File: config.mk
export PLATFORM = sky130hd
export DESIGN_NAME = bdft_top
export DESIGN_NICKNAME = d
export VERILOG_FILES = /design/src/verilog/bdft_fifo.sv /design/src/verilog/bdft_top.sv
export SDC_FILE = /design/constraint.sdc
export NUM_CORES = 1
export LEC_CHECK = 0
export BUFFER_PORTS_ARGS = -buffer_cell sky130_fd_sc_hd__buf_2
export CORE_MARGIN = 2
export CORE_UTILIZATION = 42
export CTS_BUF_LIST = sky130_fd_sc_hd__clkbuf_8
export CTS_CLUSTER_DIAMETER = 40
export DETAILED_ROUTE_END_ITERATION = 6
export SYNTH_ARGS = -nofsm -noshare
export SYNTH_HDL_FRONTEND = slang
export SYNTH_SLANG_ARGS = --single-unit
File: constraint.sdc
create_clock -name clk_sys_i -period 6.36 [get_ports clk_sys_i]
set_input_delay 0.318 -clock clk_sys_i [delete_from_list [all_inputs] [get_ports clk_sys_i]]
set_output_delay 0.318 -clock clk_sys_i [all_outputs]
set_load 0.1 [all_outputs]
File: src/verilog/bdft_fifo.sv
`timescale 1ns/1ps

package bdft_pkg;
    localparam int          BDFT_WIDTH     = 9;
    localparam int          BDFT_DEPTH     = 32;
    localparam int          BDFT_LIM_W     = 6;
    localparam int          BDFT_DEF_BITS  = 5;
    localparam int          BDFT_SYNC_LEN  = 3;
    localparam logic [5:0]  BDFT_DEPTH_RST = 6'h20;
    localparam logic [4:0]  BDFT_X_RST     = 5'h00;
    localparam logic [8:0]  BDFT_DATA_RST  = 9'h000;

    // one side's pins, after filtering
    typedef struct packed {
        logic       wr;
        logic       rd;
        logic       def;
        logic       rst_n;
        logic       sel;
        logic       en;
        logic [8:0] data;
    } bdft_pins_t;
endpackage : bdft_pkg

module bdft_fifo #(
    parameter int WIDTH = 9,
    parameter int DEPTH = 16
) (
    // clock and reset
    input  wire logic                       clk_sys_i,
    input  wire logic                       rst_i,
    // control
    input  wire logic                       clear_i,
    input  wire logic [$clog2(DEPTH):0]     limit_i,
    // fill side
    input  wire logic                       wr_valid_i,
    output logic                            wr_ready_o,
    input  wire logic [WIDTH-1:0]           wr_data_i,
    // drain side
    output logic                            rd_valid_o,
    input  wire logic                       rd_ready_i,
    output logic [WIDTH-1:0]                rd_data_o
);
    localparam int AW = $clog2(DEPTH);
    localparam int CW = AW + 1;

    logic [WIDTH-1:0] mem_q [DEPTH];
    logic [AW-1:0]    wptr_q;
    logic [AW-1:0]    rptr_q;
    logic [CW-1:0]    count_q;
    logic             push_w;
    logic             pop_w;
    logic [AW-1:0]    wptr_nx_w;
    logic [AW-1:0]    rptr_nx_w;

    assign wr_ready_o = ~clear_i & (count_q != limit_i);
    assign rd_valid_o = ~clear_i & (count_q != '0);
    assign push_w     = wr_valid_i & wr_ready_o;
    assign pop_w      = rd_ready_i & rd_valid_o;
    assign wptr_nx_w  = (wptr_q == AW'(DEPTH - 1)) ? '0 : wptr_q + 1'b1;
    assign rptr_nx_w  = (rptr_q == AW'(DEPTH - 1)) ? '0 : rptr_q + 1'b1;
    assign rd_data_o  = mem_q[rptr_q];

    always_ff @(posedge clk_sys_i or posedge rst_i) begin
        if (rst_i) begin
            wptr_q  <= '0;
            rptr_q  <= '0;
            count_q <= '0;
        end else if (clear_i) begin
            wptr_q  <= '0;
            rptr_q  <= '0;
            count_q <= '0;
        end else begin
            wptr_q  <= push_w ? wptr_nx_w : wptr_q;
            rptr_q  <= pop_w ? rptr_nx_w : rptr_q;
            count_q <= count_q + CW'(push_w) - CW'(pop_w);
        end
    end

    // storage needs no reset: contents are unspecified until loaded
    for (genvar i = 0; i < DEPTH; i++) begin : g_mem
        always_ff @(posedge clk_sys_i) begin
            if (push_w && wptr_q == AW'(i)) begin
                mem_q[i] <= wr_data_i;
            end
        end
    end

    property p_full_blocks;
        @(posedge clk_sys_i) disable iff (rst_i)
        (count_q == limit_i && wr_valid_i && !rd_ready_i && !clear_i) |=> (count_q == $past(count_q)) && $stable(wptr_q);
    endproperty
    a_full_blocks: assert property (p_full_blocks) else $error("load accepted while full");

    property p_empty_blocks;
        @(posedge clk_sys_i) disable iff (rst_i)
        (count_q == '0 && rd_ready_i && !wr_valid_i && !clear_i) |=> (count_q == '0) && $stable(rptr_q);
    endproperty
    a_empty_blocks: assert property (p_empty_blocks) else $error("unload accepted while empty");

    property p_push_counts;
        @(posedge clk_sys_i) disable iff (rst_i)
        (push_w && !pop_w) |=> count_q == $past(count_q) + 1'b1;
    endproperty
    a_push_counts: assert property (p_push_counts) else $error("load did not add one word");

    property p_pop_advances;
        @(posedge clk_sys_i) disable iff (rst_i)
        (pop_w && !push_w) |=> (rptr_q == $past(rptr_nx_w)) && (count_q == $past(count_q) - 1'b1);
    endproperty
    a_pop_advances: assert property (p_pop_advances) else $error("unload did not advance");

    property p_clear_empties;
        @(posedge clk_sys_i) disable iff (rst_i)
        clear_i |=> (count_q == '0) && (wptr_q == '0) && (rptr_q == '0);
    endproperty
    a_clear_empties: assert property (p_clear_empties) else $error("reset pulse left pointers");
endmodule : bdft_fifo

File: src/verilog/bdft_top.sv
`timescale 1ns/1ps

module bdft_top (
    // clock and reset
    input  wire logic                       clk_sys_i,
    input  wire logic                       rst_i,
    // bus A
    input  wire logic [8:0]                 a_bus_i,
    output logic [8:0]                      a_bus_o,
    output logic                            a_bus_oe_o,
    // bus B
    input  wire logic [8:0]                 b_bus_i,
    output logic [8:0]                      b_bus_o,
    output logic                            b_bus_oe_o,
    // strobes
    input  wire logic                       a_side_write_strobe_i,
    input  wire logic                       b_side_write_strobe_i,
    input  wire logic                       a_queue_read_strobe_i,
    input  wire logic                       b_queue_read_strobe_i,
    // depth programming and queue resets
    input  wire logic                       a_depth_define_i,
    input  wire logic                       b_depth_define_i,
    input  wire logic                       a_queue_reset_n_i,
    input  wire logic                       b_queue_reset_n_i,
    // bus steering
    input  wire logic                       a_bus_source_select_i,
    input  wire logic                       b_bus_source_select_i,
    input  wire logic                       a_bus_drive_enable_i,
    input  wire logic                       b_bus_drive_enable_i,
    // status flags
    output logic                            a_queue_full_n_o,
    output logic                            b_queue_full_n_o,
    output logic                            a_queue_empty_n_o,
    output logic                            b_queue_empty_n_o
);
    localparam int PW = $bits(bdft_pkg::bdft_pins_t);
    localparam int NB = 2 * PW;

    logic [NB-1:0]               raw_w;
    logic [NB-1:0]               s1_q;
    logic [NB-1:0]               s2_q;
    logic [NB-1:0]               s3_q;
    logic [NB-1:0]               stab_q;
    logic [NB-1:0]               prev_q;
    bdft_pkg::bdft_pins_t        cur_w    [2];
    bdft_pkg::bdft_pins_t        prv_w    [2];
    logic [4:0]                  x_q      [2];
    logic [5:0]                  depth_q  [2];
    logic [8:0]                  out_q    [2];
    logic [8:0]                  bus_q    [2];
    logic                        oe_q     [2];
    logic                        full_n_w [2];
    logic                        empty_n_w[2];

    assign raw_w = {b_side_write_strobe_i, b_queue_read_strobe_i, b_depth_define_i, b_queue_reset_n_i,
                    b_bus_source_select_i, b_bus_drive_enable_i, b_bus_i,
                    a_side_write_strobe_i, a_queue_read_strobe_i, a_depth_define_i, a_queue_reset_n_i,
                    a_bus_source_select_i, a_bus_drive_enable_i, a_bus_i};

    // every pin is asynchronous to clk_sys_i; data shares the control latency
    always_ff @(posedge clk_sys_i or posedge rst_i) begin
        if (rst_i) begin
            s1_q   <= '0;
            s2_q   <= '0;
            s3_q   <= '0;
            prev_q <= '0;
        end else begin
            s1_q   <= raw_w;
            s2_q   <= s1_q;
            s3_q   <= s2_q;
            prev_q <= stab_q;
        end
    end

    for (genvar i = 0; i < NB; i++) begin : g_filt
        always_ff @(posedge clk_sys_i or posedge rst_i) begin
            if (rst_i) begin
                stab_q[i] <= 1'b0;
            end else if (s2_q[i] == s3_q[i]) begin
                stab_q[i] <= s3_q[i];
            end
        end
    end

    for (genvar q = 0; q < 2; q++) begin : g_queue
        localparam int OPP = 1 - q;
        logic       wr_edge_w;
        logic       rd_edge_w;
        logic       def_fall_w;
        logic       rst_rise_w;
        logic       clear_w;
        logic       head_ok_w;
        logic [8:0] head_w;
        logic [5:0] prog_w;
        logic [8:0] mux_w;

        assign cur_w[q]   = stab_q[q*PW +: PW];
        assign prv_w[q]   = prev_q[q*PW +: PW];
        assign wr_edge_w  = cur_w[q].wr & ~prv_w[q].wr;
        assign rd_edge_w  = cur_w[q].rd & ~prv_w[q].rd;
        assign def_fall_w = ~cur_w[q].def & prv_w[q].def;
        assign rst_rise_w = cur_w[q].rst_n & ~prv_w[q].rst_n;
        assign clear_w    = ~cur_w[q].rst_n;
        assign prog_w     = cur_w[q].def ? bdft_pkg::BDFT_DEPTH_RST
                                         : bdft_pkg::BDFT_DEPTH_RST - {1'b0, x_q[q]};
        // stored word for bus q comes from the opposite queue
        assign mux_w      = cur_w[q].sel ? out_q[OPP] : cur_w[OPP].data;

        bdft_fifo #(
            .WIDTH (bdft_pkg::BDFT_WIDTH),
            .DEPTH (bdft_pkg::BDFT_DEPTH)
        ) u_fifo (
            .clk_sys_i  (clk_sys_i),
            .rst_i      (rst_i),
            .clear_i    (clear_w),
            .limit_i    (depth_q[q]),
            .wr_valid_i (wr_edge_w),
            .wr_ready_o (full_n_w[q]),
            .wr_data_i  (cur_w[q].data),
            .rd_valid_o (head_ok_w),
            .rd_ready_i (rd_edge_w),
            .rd_data_o  (head_w)
        );

        assign empty_n_w[q] = head_ok_w;

        always_ff @(posedge clk_sys_i or posedge rst_i) begin
            if (rst_i) begin
                x_q[q]     <= bdft_pkg::BDFT_X_RST;
                depth_q[q] <= bdft_pkg::BDFT_DEPTH_RST;
            end else begin
                x_q[q]     <= def_fall_w ? cur_w[q].data[bdft_pkg::BDFT_DEF_BITS-1:0] : x_q[q];
                depth_q[q] <= rst_rise_w ? prog_w : depth_q[q];
            end
        end

        // last valid word stays when the queue runs empty
        always_ff @(posedge clk_sys_i or posedge rst_i) begin
            if (rst_i) begin
                out_q[q] <= bdft_pkg::BDFT_DATA_RST;
                bus_q[q] <= bdft_pkg::BDFT_DATA_RST;
                oe_q[q]  <= 1'b0;
            end else begin
                out_q[q] <= head_ok_w ? head_w : out_q[q];
                bus_q[q] <= mux_w;
                oe_q[q]  <= cur_w[q].en;
            end
        end

        property p_depth_prog;
            @(posedge clk_sys_i) disable iff (rst_i)
            (rst_rise_w && !cur_w[q].def) |=> depth_q[q] == bdft_pkg::BDFT_DEPTH_RST - {1'b0, $past(x_q[q])};
        endproperty
        a_depth_prog: assert property (p_depth_prog) else $error("depth not set to 32 minus X");

        property p_depth_full;
            @(posedge clk_sys_i) disable iff (rst_i)
            (rst_rise_w && cur_w[q].def) |=> depth_q[q] == bdft_pkg::BDFT_DEPTH_RST;
        endproperty
        a_depth_full: assert property (p_depth_full) else $error("depth not set to 32");

        property p_drive_follows;
            @(posedge clk_sys_i) disable iff (rst_i)
            ##1 (oe_q[q] == $past(cur_w[q].en));
        endproperty
        a_drive_follows: assert property (p_drive_follows) else $error("bus drive not following enable");

        property p_stored_route;
            @(posedge clk_sys_i) disable iff (rst_i)
            cur_w[q].sel |=> bus_q[q] == $past(out_q[OPP]);
        endproperty
        a_stored_route: assert property (p_stored_route) else $error("stored word not on bus");

        property p_live_route;
            @(posedge clk_sys_i) disable iff (rst_i)
            !cur_w[q].sel |=> bus_q[q] == $past(cur_w[OPP].data);
        endproperty
        a_live_route: assert property (p_live_route) else $error("live word not on bus");

        property p_no_glitch;
            @(posedge clk_sys_i) disable iff (rst_i)
            $changed(cur_w[q].sel) |=> (bus_q[q] == $past(out_q[OPP])) || (bus_q[q] == $past(cur_w[OPP].data));
        endproperty
        a_no_glitch: assert property (p_no_glitch) else $error("bus took a third value on select change");

        property p_reset_flags;
            @(posedge clk_sys_i) disable iff (rst_i)
            clear_w |-> (!empty_n_w[q] && !full_n_w[q]) ##1 (!empty_n_w[q] && (full_n_w[q] || clear_w));
        endproperty
        a_reset_flags: assert property (p_reset_flags) else $error("flags wrong during reset pulse");

        property p_flags_consistent;
            @(posedge clk_sys_i) disable iff (rst_i)
            (!clear_w && depth_q[q] != '0) |-> (full_n_w[q] || empty_n_w[q]);
        endproperty
        a_flags_consistent: assert property (p_flags_consistent) else $error("queue full and empty at once");
    end

    // full_n is forced low by the fifo while cleared, the full_n outputs show high outside
    assign a_queue_full_n_o  = full_n_w[0] | ~cur_w[0].rst_n;
    assign b_queue_full_n_o  = full_n_w[1] | ~cur_w[1].rst_n;
    assign a_queue_empty_n_o = empty_n_w[0];
    assign b_queue_empty_n_o = empty_n_w[1];
    assign a_bus_o           = bus_q[0];
    assign b_bus_o           = bus_q[1];
    assign a_bus_oe_o        = oe_q[0];
    assign b_bus_oe_o        = oe_q[1];
endmodule : bdft_top

## Word level (Yosys, flattened, before mapping)

Memory sizes are Yosys's and may differ from the RTL's. A register that Yosys moved wholly into a read port is not among the register bits.
Index checks and enable logic that the tools add are counted.

| cells by class | value |
|---|---|
| bitwise gates (word level) | 28 |
| equality and inequality tests | 100 |
| reductions and logical operators | 130 |
| multiplexer cells | 332 |
| $add $sub $neg | 10 |

Operator list:

| kind | number |
|---|---|
| $mux 9 | 64 |
| $reduce_or 9->1 | 62 |
| $mux 5 | 74 |
| $mux 1 | 190 |
| $eq 5x5->1 const B | 34 |
| $eq 5x4->1 const B | 16 |
| $logic_and 1x1->1 | 64 |
| $eq 5x3->1 const B | 8 |
| $eq 1x1->1 | 30 |
| $mux 6 | 4 |
| $add 5x1->5 const B | 4 |
| $eq 5x2->1 const B | 4 |
| $and 1x1->1 | 16 |
| $add 6x1->6 | 2 |
| $ne 6x6->1 | 2 |
| $reduce_bool 6->1 | 2 |
| $sub 6x1->6 | 2 |
| $sub 6x5->6 const A | 2 |
| $eq 5x1->1 const B | 2 |
| $logic_not 5->1 | 2 |
| $not 1->1 | 10 |
| $ne 2x1->1 const B | 4 |
| $or 1x1->1 | 2 |

| word-level totals | value |
|---|---|
| RAM bits | 576 |
| output and inout bits | 24 |
| register bits | 224 |
| word-level logic and storage cells | 650 |
| memories | 2 |
| input port bits | 32 |

Memories:

| name | depth | width | read ports | clocked after memory_dff | wr ports | line | source |
|---|---|---|---|---|---|---|---|
| g_queue[0].u_fifo.mem_q | 32 | 9 | 1 | 1 | 1 | bdft_fifo.sv:47 | `logic [WIDTH-1:0] mem_q [DEPTH];` |
| g_queue[1].u_fifo.mem_q | 32 | 9 | 1 | 1 | 1 | bdft_fifo.sv:47 |  |

## Logic depth before layout (Yosys ltp)

Gate-level depths: netlist of run 1.

| logic depth | value |
|---|---|
| depth in word-level cells | 38 |
| depth in mapped cells | 16 |
| mapped depth without buffers | 15 |

## Modules after synthesis

A second synthesis of run 1 with hierarchy kept.

| unflattened totals | value |
|---|---|
| cell total of the unflattened synthesis | 1729 |
| area, all modules | 30909.6 um^2 |

Modules (own cells, without submodules):

| module | times used | cells each | seq. area each (um^2) | area each (um^2) |
|---|---|---|---|---|
| bdft_fifo at g_queue[0].u_fifo | 1 | 711 | 9048.7 | 12498.2 |
| bdft_fifo at g_queue[1].u_fifo | 1 | 689 | 9048.7 | 12472.0 |
| bdft_top | 1 | 329 | 4707.0 | 5939.4 |

## Worst setup path before layout of run 1

OpenSTA, ideal clock, no wires.

| path | value |
|---|---|
| kind | flip-flop to flip-flop |
| from | reg g_queue[0].u_fifo.count_q[2] |
| to | reg g_queue[0].u_fifo.count_q[4] |
| required time | 6240 ps |
| arrival | 2793 ps |
| setup slack | 3447 ps |
| stages on the path, launching flop included | 14 |
| cell sequence | dfrtp_1 inv_1 ha_1 nand2_1 o311ai_1 inv_1 ha_1 inv_1 ha_1 fa_1 a21oi_1 nor2_1 nor3_1 and3b_1 |

| on the way | value |
|---|---|
| cells in the longest elaborated chain, start to end | 6 |

Ends and longest elaborated chain:

| what | line | source |
|---|---|---|
| start, declared | bdft_fifo.sv:50 | `logic [CW-1:0] count_q;` |
| start signal, assigned | bdft_fifo.sv:76 | `count_q <= count_q + CW'(push_w) - CW'(pop_w);` |
| $ne 6x6->1 | bdft_fifo.sv:56 | `assign wr_ready_o = ~clear_i & (count_q != limit_i);` |
| $and 1x1->1 | bdft_fifo.sv:56 |  |
| $and 1x1->1 | bdft_fifo.sv:58 | `assign push_w = wr_valid_i & wr_ready_o;` |
| $add 6x1->6 | bdft_fifo.sv:76 |  |
| $sub 6x1->6 (*) | bdft_fifo.sv:76 |  |
| $mux 6 (*) | bdft_fifo.sv:69 | `end else if (clear_i) begin` |

Every way passes the cells marked *; elsewhere a longest branch is shown, timed or not.
A chain may end at the register's enable or synchronous reset.

## Final worst setup path of run 1

| path | value |
|---|---|
| from | reg stab_q[11] (netlist: cur_w[26]) |
| to | mem g_queue[0].u_fifo.mem_q[1][3] (enable) |

| on the way | value |
|---|---|
| cells in the longest elaborated chain, start to end | 37 |

Ends and longest elaborated chain:

| what | line | source |
|---|---|---|
| start, declared | bdft_top.sv:43 | `logic [NB-1:0] stab_q;` |
| start signal, assigned by index | bdft_top.sv:80 | `stab_q[i] <= s3_q[i];` |
| $and 1x1->1 (*) | bdft_fifo.sv:56 |  |
| $and 1x1->1 (*) | bdft_fifo.sv:58 |  |
| $logic_and 1x1->1 | bdft_fifo.sv:83 | `if (push_w && wptr_q == AW'(i)) begin` |
| $mux 1 | bdft_fifo.sv:83 |  |
| $mux 1 (not written as such) | bdft_fifo.sv:84 | `mem_q[i] <= wr_data_i;` |
| $reduce_or 9->1 (no line) | - |  |
| $mux 5 (no line) or $mux 1 (tied branches) (31 in a row) | - |  |
| end, declared | bdft_fifo.sv:47 |  |

Marks and branches as above.

==> results.md, run 1 <==
Clock tree:
- The count of clock tree sinks is 796.
- The buffer depth of the longest clock path is 3.
- For this design, the CTS-stage hold fixing added 31 buffers.
- The worst-skew pair later-pin latency is 0.76 ns.
- The total setup buffers inserted after CTS is 0.
- After clock tree synthesis, the clock-pin slew on the worst setup and hold paths is 0.06 ns.
- The H-tree depth is 4.
- Once the clock tree was built, the resizer swapped 0 gates to a different size.
- The CTS buffer count is 141.
- The CTS tree is built.
- The clock tree root driver cell is sky130_fd_sc_hd__clkbuf_8.

Route:
- The uppermost metal layer occupied by signal nets is met4.
- The detail route stage leaves a number of antenna-violating nets equal to 0.
- Using the TritonRoute via totals, the vias-per-cell ratio works out to 5.33.
- The number of iterations in the first detailed-routing pass is 7.
- In the detailed route, the total length drawn on met2 is 31100 um.
- The routed design uses 3980 um of met3 wire.
- The total via count in the routed design is 16.6k.
- The routed design has 67300 um of wire.
- The mean routed wirelength per cell is 21.5 um.
- The routed length on met1 is 30800 um.
- The iteration-0 DRC count of the detailed router is 1389.
- For this run, design rule violations remaining after detail routing come to 1.

Run:
- The tool flagged a number of max-cap violations equal to 0.

Timing:
- The final number of hold-violating endpoints came to 0.
- The final setup violation count is 0.
- The shortest period the worst path allows is 3.67 ns.
- For the pin with the worst max-slew slack, the measured transition is 1.26 ns.
- Static timing analysis puts the maximum clock frequency at 273 MHz.
- The max-slew violation count is 0.
- Of the available clock period, the critical path in the final layout requires 0.576.
- The setup TNS after final layout is 0 ns.
- The tightest slew margin relative to the limit is 0.156.
- Across the routed clock network, the largest skew measured is 0.0282 ns.
- Setup repair after global routing left no endpoint under its margin.

Final layout:
- The final core utilization is 0.485.
- Of the cells placed in the final design, the portion with a size suffix greater than 1 is 0.181.
- The number of nets in the final layout is 2118.
- The synthesis-to-layout area growth is 14.2%.

Setup path:
- The worst register-to-register path begins at cur_w[26]$_DFFE_PP0N_.
- Setup slack on the worst reg-to-reg path comes out at 2.69 ns.
- The worst register-to-register path ends at g_queue[0].u_fifo.mem_q[1][3]$_DFFE_PP_.
- The required time reported for the critical path endpoint is 6.73 ns.
- STA classifies the critical path startpoint as a flip-flop.
- Of all nets on the critical path, the largest fanout is 24.
- The dominant cell type by count on the critical path is sky130_fd_sc_hd__nand2_1.
- The critical path is of the reg -> reg type.
- The slowest stage cell on the critical path is sky130_fd_sc_hd__nor3_1.
- In this design, the stage delay of the slowest critical-path cell is 1.18 ns.
- The signal on the critical path passes through nand2_1, nor2_1, o21ai_2, inv_1, nand2_1, nor3_1.
- The logic depth of the worst register-to-register path is 6.
- The data arrival time of the critical path is 4.04 ns.
- The type of destination of the critical path is a flip-flop.

Die:
- The die boundary width is 276 um.
- The region available for standard cell placement spans 0.0731 sq mm.
- The initialized floorplan defines 99 standard-cell rows.
- The die outline area is 0.0761 sq mm.
- For this design the top-level I/O count stands at 56.
- The starting density of the core is 0.424.
- In this run the vertical extent of the chip is 276 um.

Yosys:
- For this run, the leading register cell type out of synthesis is sky130_fd_sc_hd__edfxtp_1.
- After synthesis, the share of flip-flops with an asynchronous set or reset is 0.276.
- The number of synthesized flops with an enable pin is 576.
- The share of the yosys chip area belonging to registers is 0.735.
- The Yosys step of the flow raised 0 warnings.
- Dividing the synthesized area by the synthesized cell count gives 16.6 sq um.
- The number of storage elements in the synthesis netlist is 796.
- The total standard cell area after synthesis is 0.0310 sq mm.
- Counting distinct cell types in the post-synthesis netlist gives 64.
- The post-synthesis net count is 1940.
- Synthesis produced a netlist whose cell count is 1872.

Min path:
- The hold-critical path depth is 2.
- The startpoint of the lowest-slack hold path is b_depth_define_i.
- The worst min-delay path endpoint is s1_q[27]$_DFF_PP0_.
- The worst min-delay path category is in -> reg.

Global routing:
- The number of global-route vias before repair is 17.1k.
- The initial antenna violation count is 1.
- The first global-routing pass estimated 103000 um of wire.
- Entering global routing, the biggest net connects 103 pins.
- Summed over all layers, the global routing overflow is 0.
- The total global routing track utilization is 0.180.

Place:
- The sum of net half-perimeters after detailed placement is 40100 um.
- The port buffer count is 55.
- At the end of routability-driven placement, the weighted congestion stood at 0.862.

Power:
- IR analysis of the VDD net gives a maximum drop of 0.214 mV.
- The power per standard cell area is 349 mW/mm^2.
- The analysis attributes to cell leakage a power of 12.3 nW.

Status:
- The checks that failed: design-rule violations.
- The flow ran to the end, but the final reports show violations.
metrics by stage:
step / hold WS [ns] / worst slack, ns / cells / power, mW / area [sq um]
3_5_place_dp: 0.335 / 2.73 / 2833 / 8.08 / 32400
5_1_grt: 0.145 / 2.37 / 3126 / 12.9 / 35400
3_3_place_gp: 0.333 / 2.93 / 2833 / 8.04 / 32400
2_1_floorplan: 0.331 / 0.0243 / 1872 / 7.60 / 31000
6_report: 0.196 / 2.69 / 3126 / 12.4 / 35400
4_1_cts: 0.112 / 2.70 / 3123 / 12.5 / 35400
worst max path at each step:
stage	from	to	slack (ns)	cells past startpoint
2_1_floorplan	rst_i	a_bus_o[0]$_DFF_PP0_	0.02	1
3_3_place_gp	cur_w[26]$_DFFE_PP0N_	g_queue[0].u_fifo.mem_q[17][8]$_DFFE_PP_	2.93	6
3_5_place_dp	cur_w[26]$_DFFE_PP0N_	g_queue[0].u_fifo.mem_q[1][3]$_DFFE_PP_	2.73	6
4_1_cts	cur_w[26]$_DFFE_PP0N_	g_queue[0].u_fifo.mem_q[1][0]$_DFFE_PP_	2.70	6
5_1_grt	cur_w[26]$_DFFE_PP0N_	g_queue[0].u_fifo.mem_q[7][6]$_DFFE_PP_	2.37	6
6_report	cur_w[26]$_DFFE_PP0N_	g_queue[0].u_fifo.mem_q[1][3]$_DFFE_PP_	2.69	6
synthesized netlist by cell type (all sizes together) (7+ instances only):
library cell / instances / area, sq um
a21oi: 63 / 315
and2: 10 / 62.6
a22oi: 54 / 405
nor2: 20 / 77.6
a21boi: 7 / 52.6
nand2b: 12 / 75.1
inv: 41 / 154
maj3: 30 / 300
nand3: 10 / 50.1
mux2: 26 / 293
clkbuf: 35 / 135
a211oi: 55 / 453
xnor2: 17 / 149
edfxtp: 576 / 17300
o22ai: 18 / 113
o41ai: 20 / 190
a221oi: 18 / 226
nor2b: 46 / 288
nand2: 72 / 273
buf: 63 / 460
nor3: 55 / 275
nor4: 10 / 62.6
a22o: 42 / 368
o21ai: 18 / 93.8
mux2i: 254 / 2540
ha: 34 / 425
dfrtp: 218 / 5460
registers in the layout (all words and copies together), names as in the netlist:
register,cells
a_bus_o,9
prev_q,10
b_bus_o,9
g_queue.u_fifo.rptr_q,10
x_q,10
s3_q,30
s1_q,30
g_queue.u_fifo.wptr_q,10
g_queue.u_fifo.count_q,12
out_q,18
s2_q,30
depth_q,12
g_queue.u_fifo.mem_q,576
cur_w,30
cells by family (layout without fill, tap and decap cells):
| group | count (synthesis) | after routing | synth area share |
|---|---|---|---|
| DFF | 796 | 796 | 0.735 |
| muxes | 280 | 280 | 0.0914 |
| other | 0 | 1 | 0 |
| and+or+nand+nor | 253 | 253 | 0.0417 |
| AOI/OAI and AO/OA | 315 | 315 | 0.0767 |
| xor gates and xnor gates | 22 | 22 | 0.00621 |
| adders and majority gates | 66 | 66 | 0.0247 |
| buffers and inverters | 140 | 434 | 0.0243 |
critical path, delay by kind of cell (launching register included):
family / cells / cell delay (ns)
and+or+nand+nor: 4 / 1.99
buffers and inverters: 1 / 0.23
AOI/OAI and AO/OA: 1 / 0.23
DFF: 1 / 0.81
routing by layer:
layer | vias up | GRT usage
met4 | 0 | 0.0625
li1 | 7613 | -
met1 | 8437 | 0.253
met3 | 112 | 0.0436
met5 | - | 0
met2 | 486 | 0.276
placed cells by master (no fill, tap or decap), types with 19 or more instances in the layout:
cell                            instances
sky130_fd_sc_hd__buf_2                 56
sky130_fd_sc_hd__clkbuf_8             152
sky130_fd_sc_hd__a22oi_1               54
sky130_fd_sc_hd__inv_1                 96
sky130_fd_sc_hd__a22o_1                42
sky130_fd_sc_hd__mux2i_1              254
sky130_fd_sc_hd__buf_4                 44
sky130_fd_sc_hd__mux2_2                26
sky130_fd_sc_hd__maj3_1                30
sky130_fd_sc_hd__nor2b_1               42
sky130_fd_sc_hd__dlygate4sd3_1         31
sky130_fd_sc_hd__dfrtp_1              211
sky130_fd_sc_hd__nor3_1                36
sky130_fd_sc_hd__nor3_2                19
sky130_fd_sc_hd__a211oi_1              47
sky130_fd_sc_hd__a21oi_1               63
sky130_fd_sc_hd__nand2_1               71
sky130_fd_sc_hd__edfxtp_1             576
sky130_fd_sc_hd__ha_1                  34
power breakdown:
group          switching [mW]  internal, mW
clock network            2.05          2.35
registers               0.275          5.89
logic                    1.17         0.641
layout make-up:
type                            count  area [sq um]
Fill cell                        6223         37600
Sequential cell                   796         22800
Multi-Input combinational cell    936          7620
Clock buffer                      152          2090
Tap cell                          959          1200
Timing Repair Buffer              133           948
Clock inverter                    107           588
Inverter                           42           165
Antenna cell                        1          2.50
Note: power is estimated with default switching activity, not from simulation.
==> run 2, diff against run 1 <==
- clock period: 6.36 -> 3.5 ns (I/O delays scaled with it)
==> run 2 against run 1 <==
  * The run still ends with design-rule violations left
  * Sequential cell count stayed put
  * Wire length is 1.7% lower
  * Global-route usage is 0.27 points lower
  * First-iteration DRC count is 9.5% lower
  * Hold slack worse by 0.11 ns
  * Critical path type unchanged
  * Via count is 0.66% higher
  * Clock power is 87% higher
==> results.md, run 2 (synthesized netlist as in run 1, its figures left out) <==
Global routing:
- The total global routing track utilization is 0.178.
- Global routing finished with a remaining overflow of 0.
- Entering global routing, the biggest net connects 113 pins.
- The initial antenna violation count is 1.
- The number of global-route vias before repair came to 17.4k.
- The wire length of the first global-routing pass is 102000 um.

Power:
- For this design the total switching power over the nets is 6.42 mW.
- The clock share of power is 0.362.
- Of the total power, combinational logic draws 0.149.
- The static power due to leakage is 12.7 nW.
- The part of the power in registers is 0.489.
- Cell internal power was estimated by the tool at 16.3 mW.
- IR analysis of the VDD net gives a maximum drop of 0.365 mV.
- Of the total power, the share spent switching nets is 0.282.
- The power per standard cell area is 630 mW/mm^2.

Clock tree:
- The H-tree depth is 4.
- The CTS tree is built.
- The buffer depth of the longest clock path is 3.
- Clock tree synthesis found a total of 796 sinks.
- The CTS buffer count is 139.
- The clock transition at the registers of the reported paths is 0.06 ns.
- The number of gates resized after CTS was 0.
- The tree is rooted in a sky130_fd_sc_hd__clkbuf_8.
- The worst-skew pair later-pin latency is 0.79 ns.
- The total setup buffers inserted after CTS is 0.

Place:
- At the end of routability-driven placement, the weighted congestion stood at 0.803.
- The HPWL after detailed placement is 39300 um.
- During placement, the flow inserted port buffers numbering 55.

Setup path:
- Of all nets on the critical path, the largest fanout is 9.
- The largest single stage delay on the critical path is 0.43 ns.
- The slowest stage cell on the critical path is sky130_fd_sc_hd__fa_1.
- The data arrival time of the critical path is 3.64 ns.
- The startpoint-to-endpoint class of the critical path is reg -> reg.
- STA classifies the critical path endpoint as a flip-flop.
- Data on the critical path is required at its endpoint by 4.20 ns.
- STA classifies the critical path startpoint as a flip-flop.
- The signal on the critical path passes through inv_1, ha_1, nand2_1, o311ai_1, buf_4, inv_1, ha_1, inv_1, ha_1, fa_1, a21oi_1, nor2_1, o21ai_0, and3b_1.

Timing:
- Setup total negative slack on the finished layout was measured at 0 ns.
- The achievable frequency is 340 MHz.
- In the finished design, the share of the clock period the worst path needs comes to 0.841.
- The max-slew violation count came to 0.
- The shortest period the worst path allows is 2.94 ns.
- The tightest slew margin relative to the limit is 0.171.
- The final number of hold-violating endpoints is 0.
- The slew of the pin with the lowest slew margin is 1.24 ns.
- Setup violations remaining at the end of the flow were counted as 0.
- Setup repair after global routing left no endpoint under its margin.
- The clock arrives with 0.0434 ns of skew.

Min path:
- The worst min-delay path category is in -> reg.

Route:
- The routed layout has 16.8k vias.
- The number of iterations in the first detailed-routing pass is 7.
- The number of antenna-violating nets in the routed design is 0.
- The iteration-0 DRC count of the detailed router is 1257.
- The mean number of vias per cell is 5.23.
- Dividing the detail-routed wire length by the instance count gives 20.6 um.
- For this block, the routed nets add up to 66100 um of wire.
- In the routed design, unresolved DRC markers number 1.

Final layout:
- In the layout the commonest cells are 576 x sky130_fd_sc_hd__edfxtp_1, 254 x sky130_fd_sc_hd__mux2i_1, 216 x sky130_fd_sc_hd__dfrtp_1, 151 x sky130_fd_sc_hd__clkbuf_8, 99 x sky130_fd_sc_hd__buf_4.
- Compared with the post-synthesis result, the final layout area differs by 16.5%.
- The flip-flop count of the largest register, all copies and words added is 576.
- The fraction of final layout cells sized beyond drive strength 1 is 0.189.
- More flip-flops sit in one register than any other, and that register is g_queue.u_fifo.mem_q.
- Leaving out fill and tap cells, the most frequent cell in the layout is sky130_fd_sc_hd__edfxtp_1.
- Counting the fill cells in the layout gives 6197.
- The number of nets in the final layout is 2202.
- Once layout is complete, the utilization of the core stands at 0.495.

Status:
- The final reports fail on design-rule violations.
- The run finished, with violations left.

Die:
- The height of the die is 276 um.
- The floorplan row count is 99.
- The die covers 0.0761 sq mm.
- The die boundary width is 276 um.
- After floorplanning, the core was sized to cover 0.0731 sq mm.
- The number of top-level design ports is 56.
- For this configuration, the core starts out at a cell density of 0.424.

Run:
- The tool flagged a number of max-cap violations equal to 0.
-- run 2: layout make-up --
cell class,count,area [sq um],area share
multi-input combinational,936,7520,0.208
clock buffer,151,2080,0.0575
tap,959,1200,0.0332
inverter,42,161,0.00447
sequential,796,22800,0.631
antenna,1,2.50,0.0000692
clock inverter,101,658,0.0182
timing repair buffer,219,1710,0.0473
-- run 2: worst paths after layout --
| path | endpoint | cells after the start | startpoint | slack (ns) |
|---|---|---|---|---|
| setup / recovery | g_queue[0].u_fifo.count_q[4]$_DFF_PP0_ | 14 | g_queue[0].u_fifo.count_q[2]$_DFF_PP0_ | 0.56 |
| hold / removal | s1_q[10]$_DFF_PP0_ | 2 | a_bus_source_select_i | 0.09 |
| setup reg to reg | g_queue[0].u_fifo.count_q[4]$_DFF_PP0_ | 14 | g_queue[0].u_fifo.count_q[2]$_DFF_PP0_ | 0.56 |
| hold reg to reg | s2_q[25]$_DFF_PP0_ | 0 | s1_q[25]$_DFF_PP0_ | 0.35 |
| max in group asynchronous | g_queue[1].u_fifo.rptr_q[0]$_DFFE_PP0P_ | 5 | rst_i | 1.98 |
| min in group asynchronous | s2_q[26]$_DFF_PP0_ | 4 | rst_i | 0.48 |
-- run 2: power groups by stage --
stage                     combinational [mW]  sequential [mW]  clock, mW
after CTS                               3.41             11.1       8.49
after global routing                    3.67             11.2       8.91
after detailed placement                3.36             11.3          0
after floorplan                         2.09             11.7          0
final                                   3.39             11.1       8.24
after global placement                  3.28             11.3          0
-- run 2: critical path: cells and delay by family, from the launching register on --
family,cells,cell delay [ns]
adders and majority gates,4,1.06
and+or+nand+nor,3,0.38
AOI/OAI and AO/OA,3,0.63
buffers and inverters,4,0.41
DFF,1,0.41
-- run 2: per-layer routing --
metal  part of all wire  routed length, um  vias to the layer above  track usage
met5                  0                  0                        -            0
met3              0.055               3630                      108       0.0409
met1               0.46              30300                     8454        0.247
li1                   -                  -                     7781            -
met2               0.46              30700                      415        0.274
met4              0.023               1520                        0       0.0648
-- run 2: what timing repair did --
action                                  CTS  global route
endpoints found under the hold margin   248             0
endpoints found under the setup margin    0             0
hold buffers                             61             0
-- run 2: stage by stage --
| stage | cells | hold slack [ns] | power (mW) | instance area (sq um) | setup slack, ns |
|---|---|---|---|---|---|
| after detailed placement | 2891 | 0.127 | 14.7 | 32800 | 0.588 |
| after global routing | 3205 | 0.0330 | 23.8 | 36100 | 0.386 |
| after global placement | 2891 | 0.126 | 14.6 | 32800 | 0.685 |
| final | 3205 | 0.0867 | 22.8 | 36100 | 0.557 |
| after CTS | 3204 | 0.0128 | 23.0 | 36100 | 0.579 |
| after floorplan | 1872 | 0.206 | 13.8 | 31000 | 0.459 |
==> run 3, diff against run 2 <==
- clock period: 3.5 -> 2.5 ns (I/O delays scaled with it)
==> run 3 against run 2 <==
  * Die area unchanged
  * Largest cell class unchanged
  * Combinational power is 66% higher
  * The flow finishes with violations (negative setup slack)
  * Utilization is 1.5 points higher
  * Sequential power is 40% higher
  * Wire length grew 1.9%
  * Critical endpoint is now g_queue[1].u_fifo.count_q[4]$_DFF_PP0_
==> results.md, run 3 (synthesized netlist as in run 1, its figures left out) <==
Route:
- The mean routed wirelength per cell is 20.5 um.
- After detailed routing, the number of vias per cell comes to 5.22.
- Once detail routing completed, the nets flagged for antenna violations numbered 0.
- The number of design rule violations left after detail routing is 0.
- The sum of routed wire length over all layers is 67300 um.
- The first routing iteration left 1220 violations.
- The total via count in the routed design is 17.1k.
- The number of iterations in the first detailed-routing pass is 5.

Power:
- The largest voltage drop on the vdd net is 0.768 mV.
- In this run the power density over the cells is 884 mW/mm^2.
- The total power of the final layout is 32.9 mW.
- The static power due to leakage is 13.2 nW.

Place:
- Before CTS, the worst setup slack after placement is -0.219 ns.
- The sum of net half-perimeters after detailed placement is 41600 um.
- The congestion estimate from routability-driven global placement came to 0.846.
- The count of placed standard cells including taps is 2942.
- The port buffer count is 55.
- Summing all placed instances gives a cell area of 0.0335 sq mm.

Clock tree:
- The buffer depth of the longest clock path is 3.
- Clock tree synthesis inserted a total of 137 buffers.
- The clock transition at the registers of the reported paths is 0.05 ns.
- The CTS tree is built.
- The tree built by TritonCTS fans out to 796 sinks.
- The worst-skew pair later-pin latency is 0.80 ns.
- The cell sitting at the root of the clock tree is a sky130_fd_sc_hd__clkbuf_8.
- The H-tree depth is 4.

Run:
- Across the run, the number of max-cap violations was 0.

Timing:
- The achievable frequency is 389 MHz.
- Across all setup checks in the final design, the least slack found is -0.0723 ns.
- Setup repair after global routing could not meet its margin everywhere.
- Of the available clock period, the critical path in the final layout requires 1.03.
- Setup violations remaining at the end of the flow were counted as 1.
- The worst hold margin is 0.0563 ns.
- The slew of the pin with the lowest slew margin is 1.24 ns.
- The final number of hold-violating endpoints came to 0.
- Headroom to the max-slew limit came out at 0.171.
- The max-slew violation count is 0.
- The worst setup skew after layout is 0.0469 ns.
- The shortest period the worst path allows is 2.57 ns.

Status:
- The checks that failed: negative setup slack.
- The run finished, with violations left.

Final layout:
- The register with the most flip-flops in the layout has 576 of them.
- Of the cells placed in the final design, the portion with a size suffix greater than 1 is 0.229.
- Leaving out fill and tap cells, the most frequent cells in the layout are 576 x sky130_fd_sc_hd__edfxtp_1, 254 x sky130_fd_sc_hd__mux2i_1, 216 x sky130_fd_sc_hd__dfrtp_1, 156 x sky130_fd_sc_hd__buf_4, 152 x sky130_fd_sc_hd__clkbuf_8.
- The most common cell after layout, fill and taps aside is sky130_fd_sc_hd__edfxtp_1.
- Once layout is done, the placed cells without fillers occupy 0.0372 sq mm.
- The synthesis-to-layout area growth is 20.0%.
- The register with the most flip-flops is g_queue.u_fifo.mem_q.
- The number of nets in the final layout is 2276.
- Once layout is complete, the cells apart from fillers number 3285.

Setup path:
- The peak fanout along the critical path is 2.
- The biggest cell delay along the critical path is 0.39 ns.
- The worst setup path is captured at a flip-flop.
- The number of buffer and inverter stages on the critical path is 5.
- The slowest stage of the critical path belongs to the cell sky130_fd_sc_hd__dfrtp_1.
- The worst register-to-register path ends at g_queue[1].u_fifo.count_q[4]$_DFF_PP0_.
- Measured in cells, the most critical reg-to-reg path has a length of 15.
- The register-to-register path setup slack is -0.07 ns.
- The worst register-to-register path begins at g_queue[1].u_fifo.count_q[4]$_DFF_PP0_.
- STA puts the critical path data required time at 3.17 ns.
- The worst setup path is launched from a flip-flop.
- The critical path is of the reg -> reg type.
- The data arrival time of the critical path is 3.24 ns.
- Among cell families on the critical path, the largest total delay comes from adder cells.
- The dominant cell type by count on the critical path is sky130_fd_sc_hd__inv_2.
- Traced cell by cell, the critical path runs through inv_2, ha_4, nand2_4, o311ai_4, inv_2, ha_1, inv_2, ha_4, inv_2, fa_2, inv_2, a21oi_2, nor2_2, or3_1, and3_1.

Die:
- The initialized floorplan defines 99 standard-cell rows.
- The floorplan step defined a die boundary enclosing 0.0761 sq mm.
- The region available for standard cell placement spans 0.0731 sq mm.
- The number of top-level design ports is 56.
- The die boundary width is 276 um.
- The starting density of the core is 0.424.
- The height of the die is 276 um.

Global routing:
- The number of global-route vias before repair is 17.6k.
- Entering global routing, the biggest net connects 48 pins.
- The initial antenna violation count is 2.
- The first global-routing pass estimated 103000 um of wire.
- The total overflow left after global routing is 0.
- In the global route stage, overall resource usage came out at 0.180.

Min path:
- The tightest min-delay check is of the in -> async type.
-- run 3: area by class of cell --
cell class	count	area [sq um]
Inverter	42	161
Antenna cell	1	2.50
Sequential cell	796	22800
Clock inverter	104	717
Clock buffer	152	2090
Timing Repair Buffer	295	2540
Multi-Input combinational cell	936	7690
Tap cell	959	1200
Fill cell	6088	35900
-- run 3: how the worst max path moves through the flow --
stage	startpoint	end	slack (ns)	cells after the start
5_1_grt	g_queue[1].u_fifo.count_q[4]$_DFF_PP0_	g_queue[1].u_fifo.count_q[4]$_DFF_PP0_	-0.16	15
4_1_cts	g_queue[1].u_fifo.count_q[4]$_DFF_PP0_	g_queue[1].u_fifo.count_q[4]$_DFF_PP0_	-0.05	15
3_3_place_gp	g_queue[1].u_fifo.count_q[4]$_DFF_PP0_	g_queue[1].u_fifo.count_q[4]$_DFF_PP0_	-0.16	15
3_5_place_dp	g_queue[1].u_fifo.count_q[4]$_DFF_PP0_	g_queue[1].u_fifo.count_q[4]$_DFF_PP0_	-0.22	15
6_report	g_queue[1].u_fifo.count_q[4]$_DFF_PP0_	g_queue[1].u_fifo.count_q[4]$_DFF_PP0_	-0.07	15
2_1_floorplan	rst_i	a_bus_o[0]$_DFF_PP0_	-0.49	1
-- run 3: stage by stage --
step	TNS (ns)	util
after floorplan	-107.38	-
after global placement	-0.278	0.458
after detailed placement	-0.449	0.458
after CTS	-0.0823	0.508
after global routing	-0.313	0.509
final	-0.0723	0.509
-- run 3: tightest hold or removal path: cells and delay by family --
family / cells / cell delay [ns]
buffers and inverters: 3 / 1.20
-- run 3: routing by layer --
layer / up-vias / global-route usage / share of wire
met5: - / 0 / 0
met4: 0 / 0.0651 / 0.025
met3: 123 / 0.0388 / 0.049
met2: 414 / 0.297 / 0.50
met1: 8667 / 0.235 / 0.43
li1: 7932 / - / -
-- run 3: what timing repair did --
action,in CTS,in global routing
pin swaps,17,12
endpoints found under the setup margin,7,17
buffers inserted,20,6
hold endpoints to repair,189,0
hold buffers,61,0
gates resized for setup,28,16
-- run 3: where the power goes --
| part | internal (mW) | leakage (nW) | switching (mW) |
|---|---|---|---|
| clock | 6.42 | 1.64 | 5.33 |
| sequential | 15.0 | 7.84 | 0.556 |
| combinational | 2.23 | 3.77 | 3.39 |
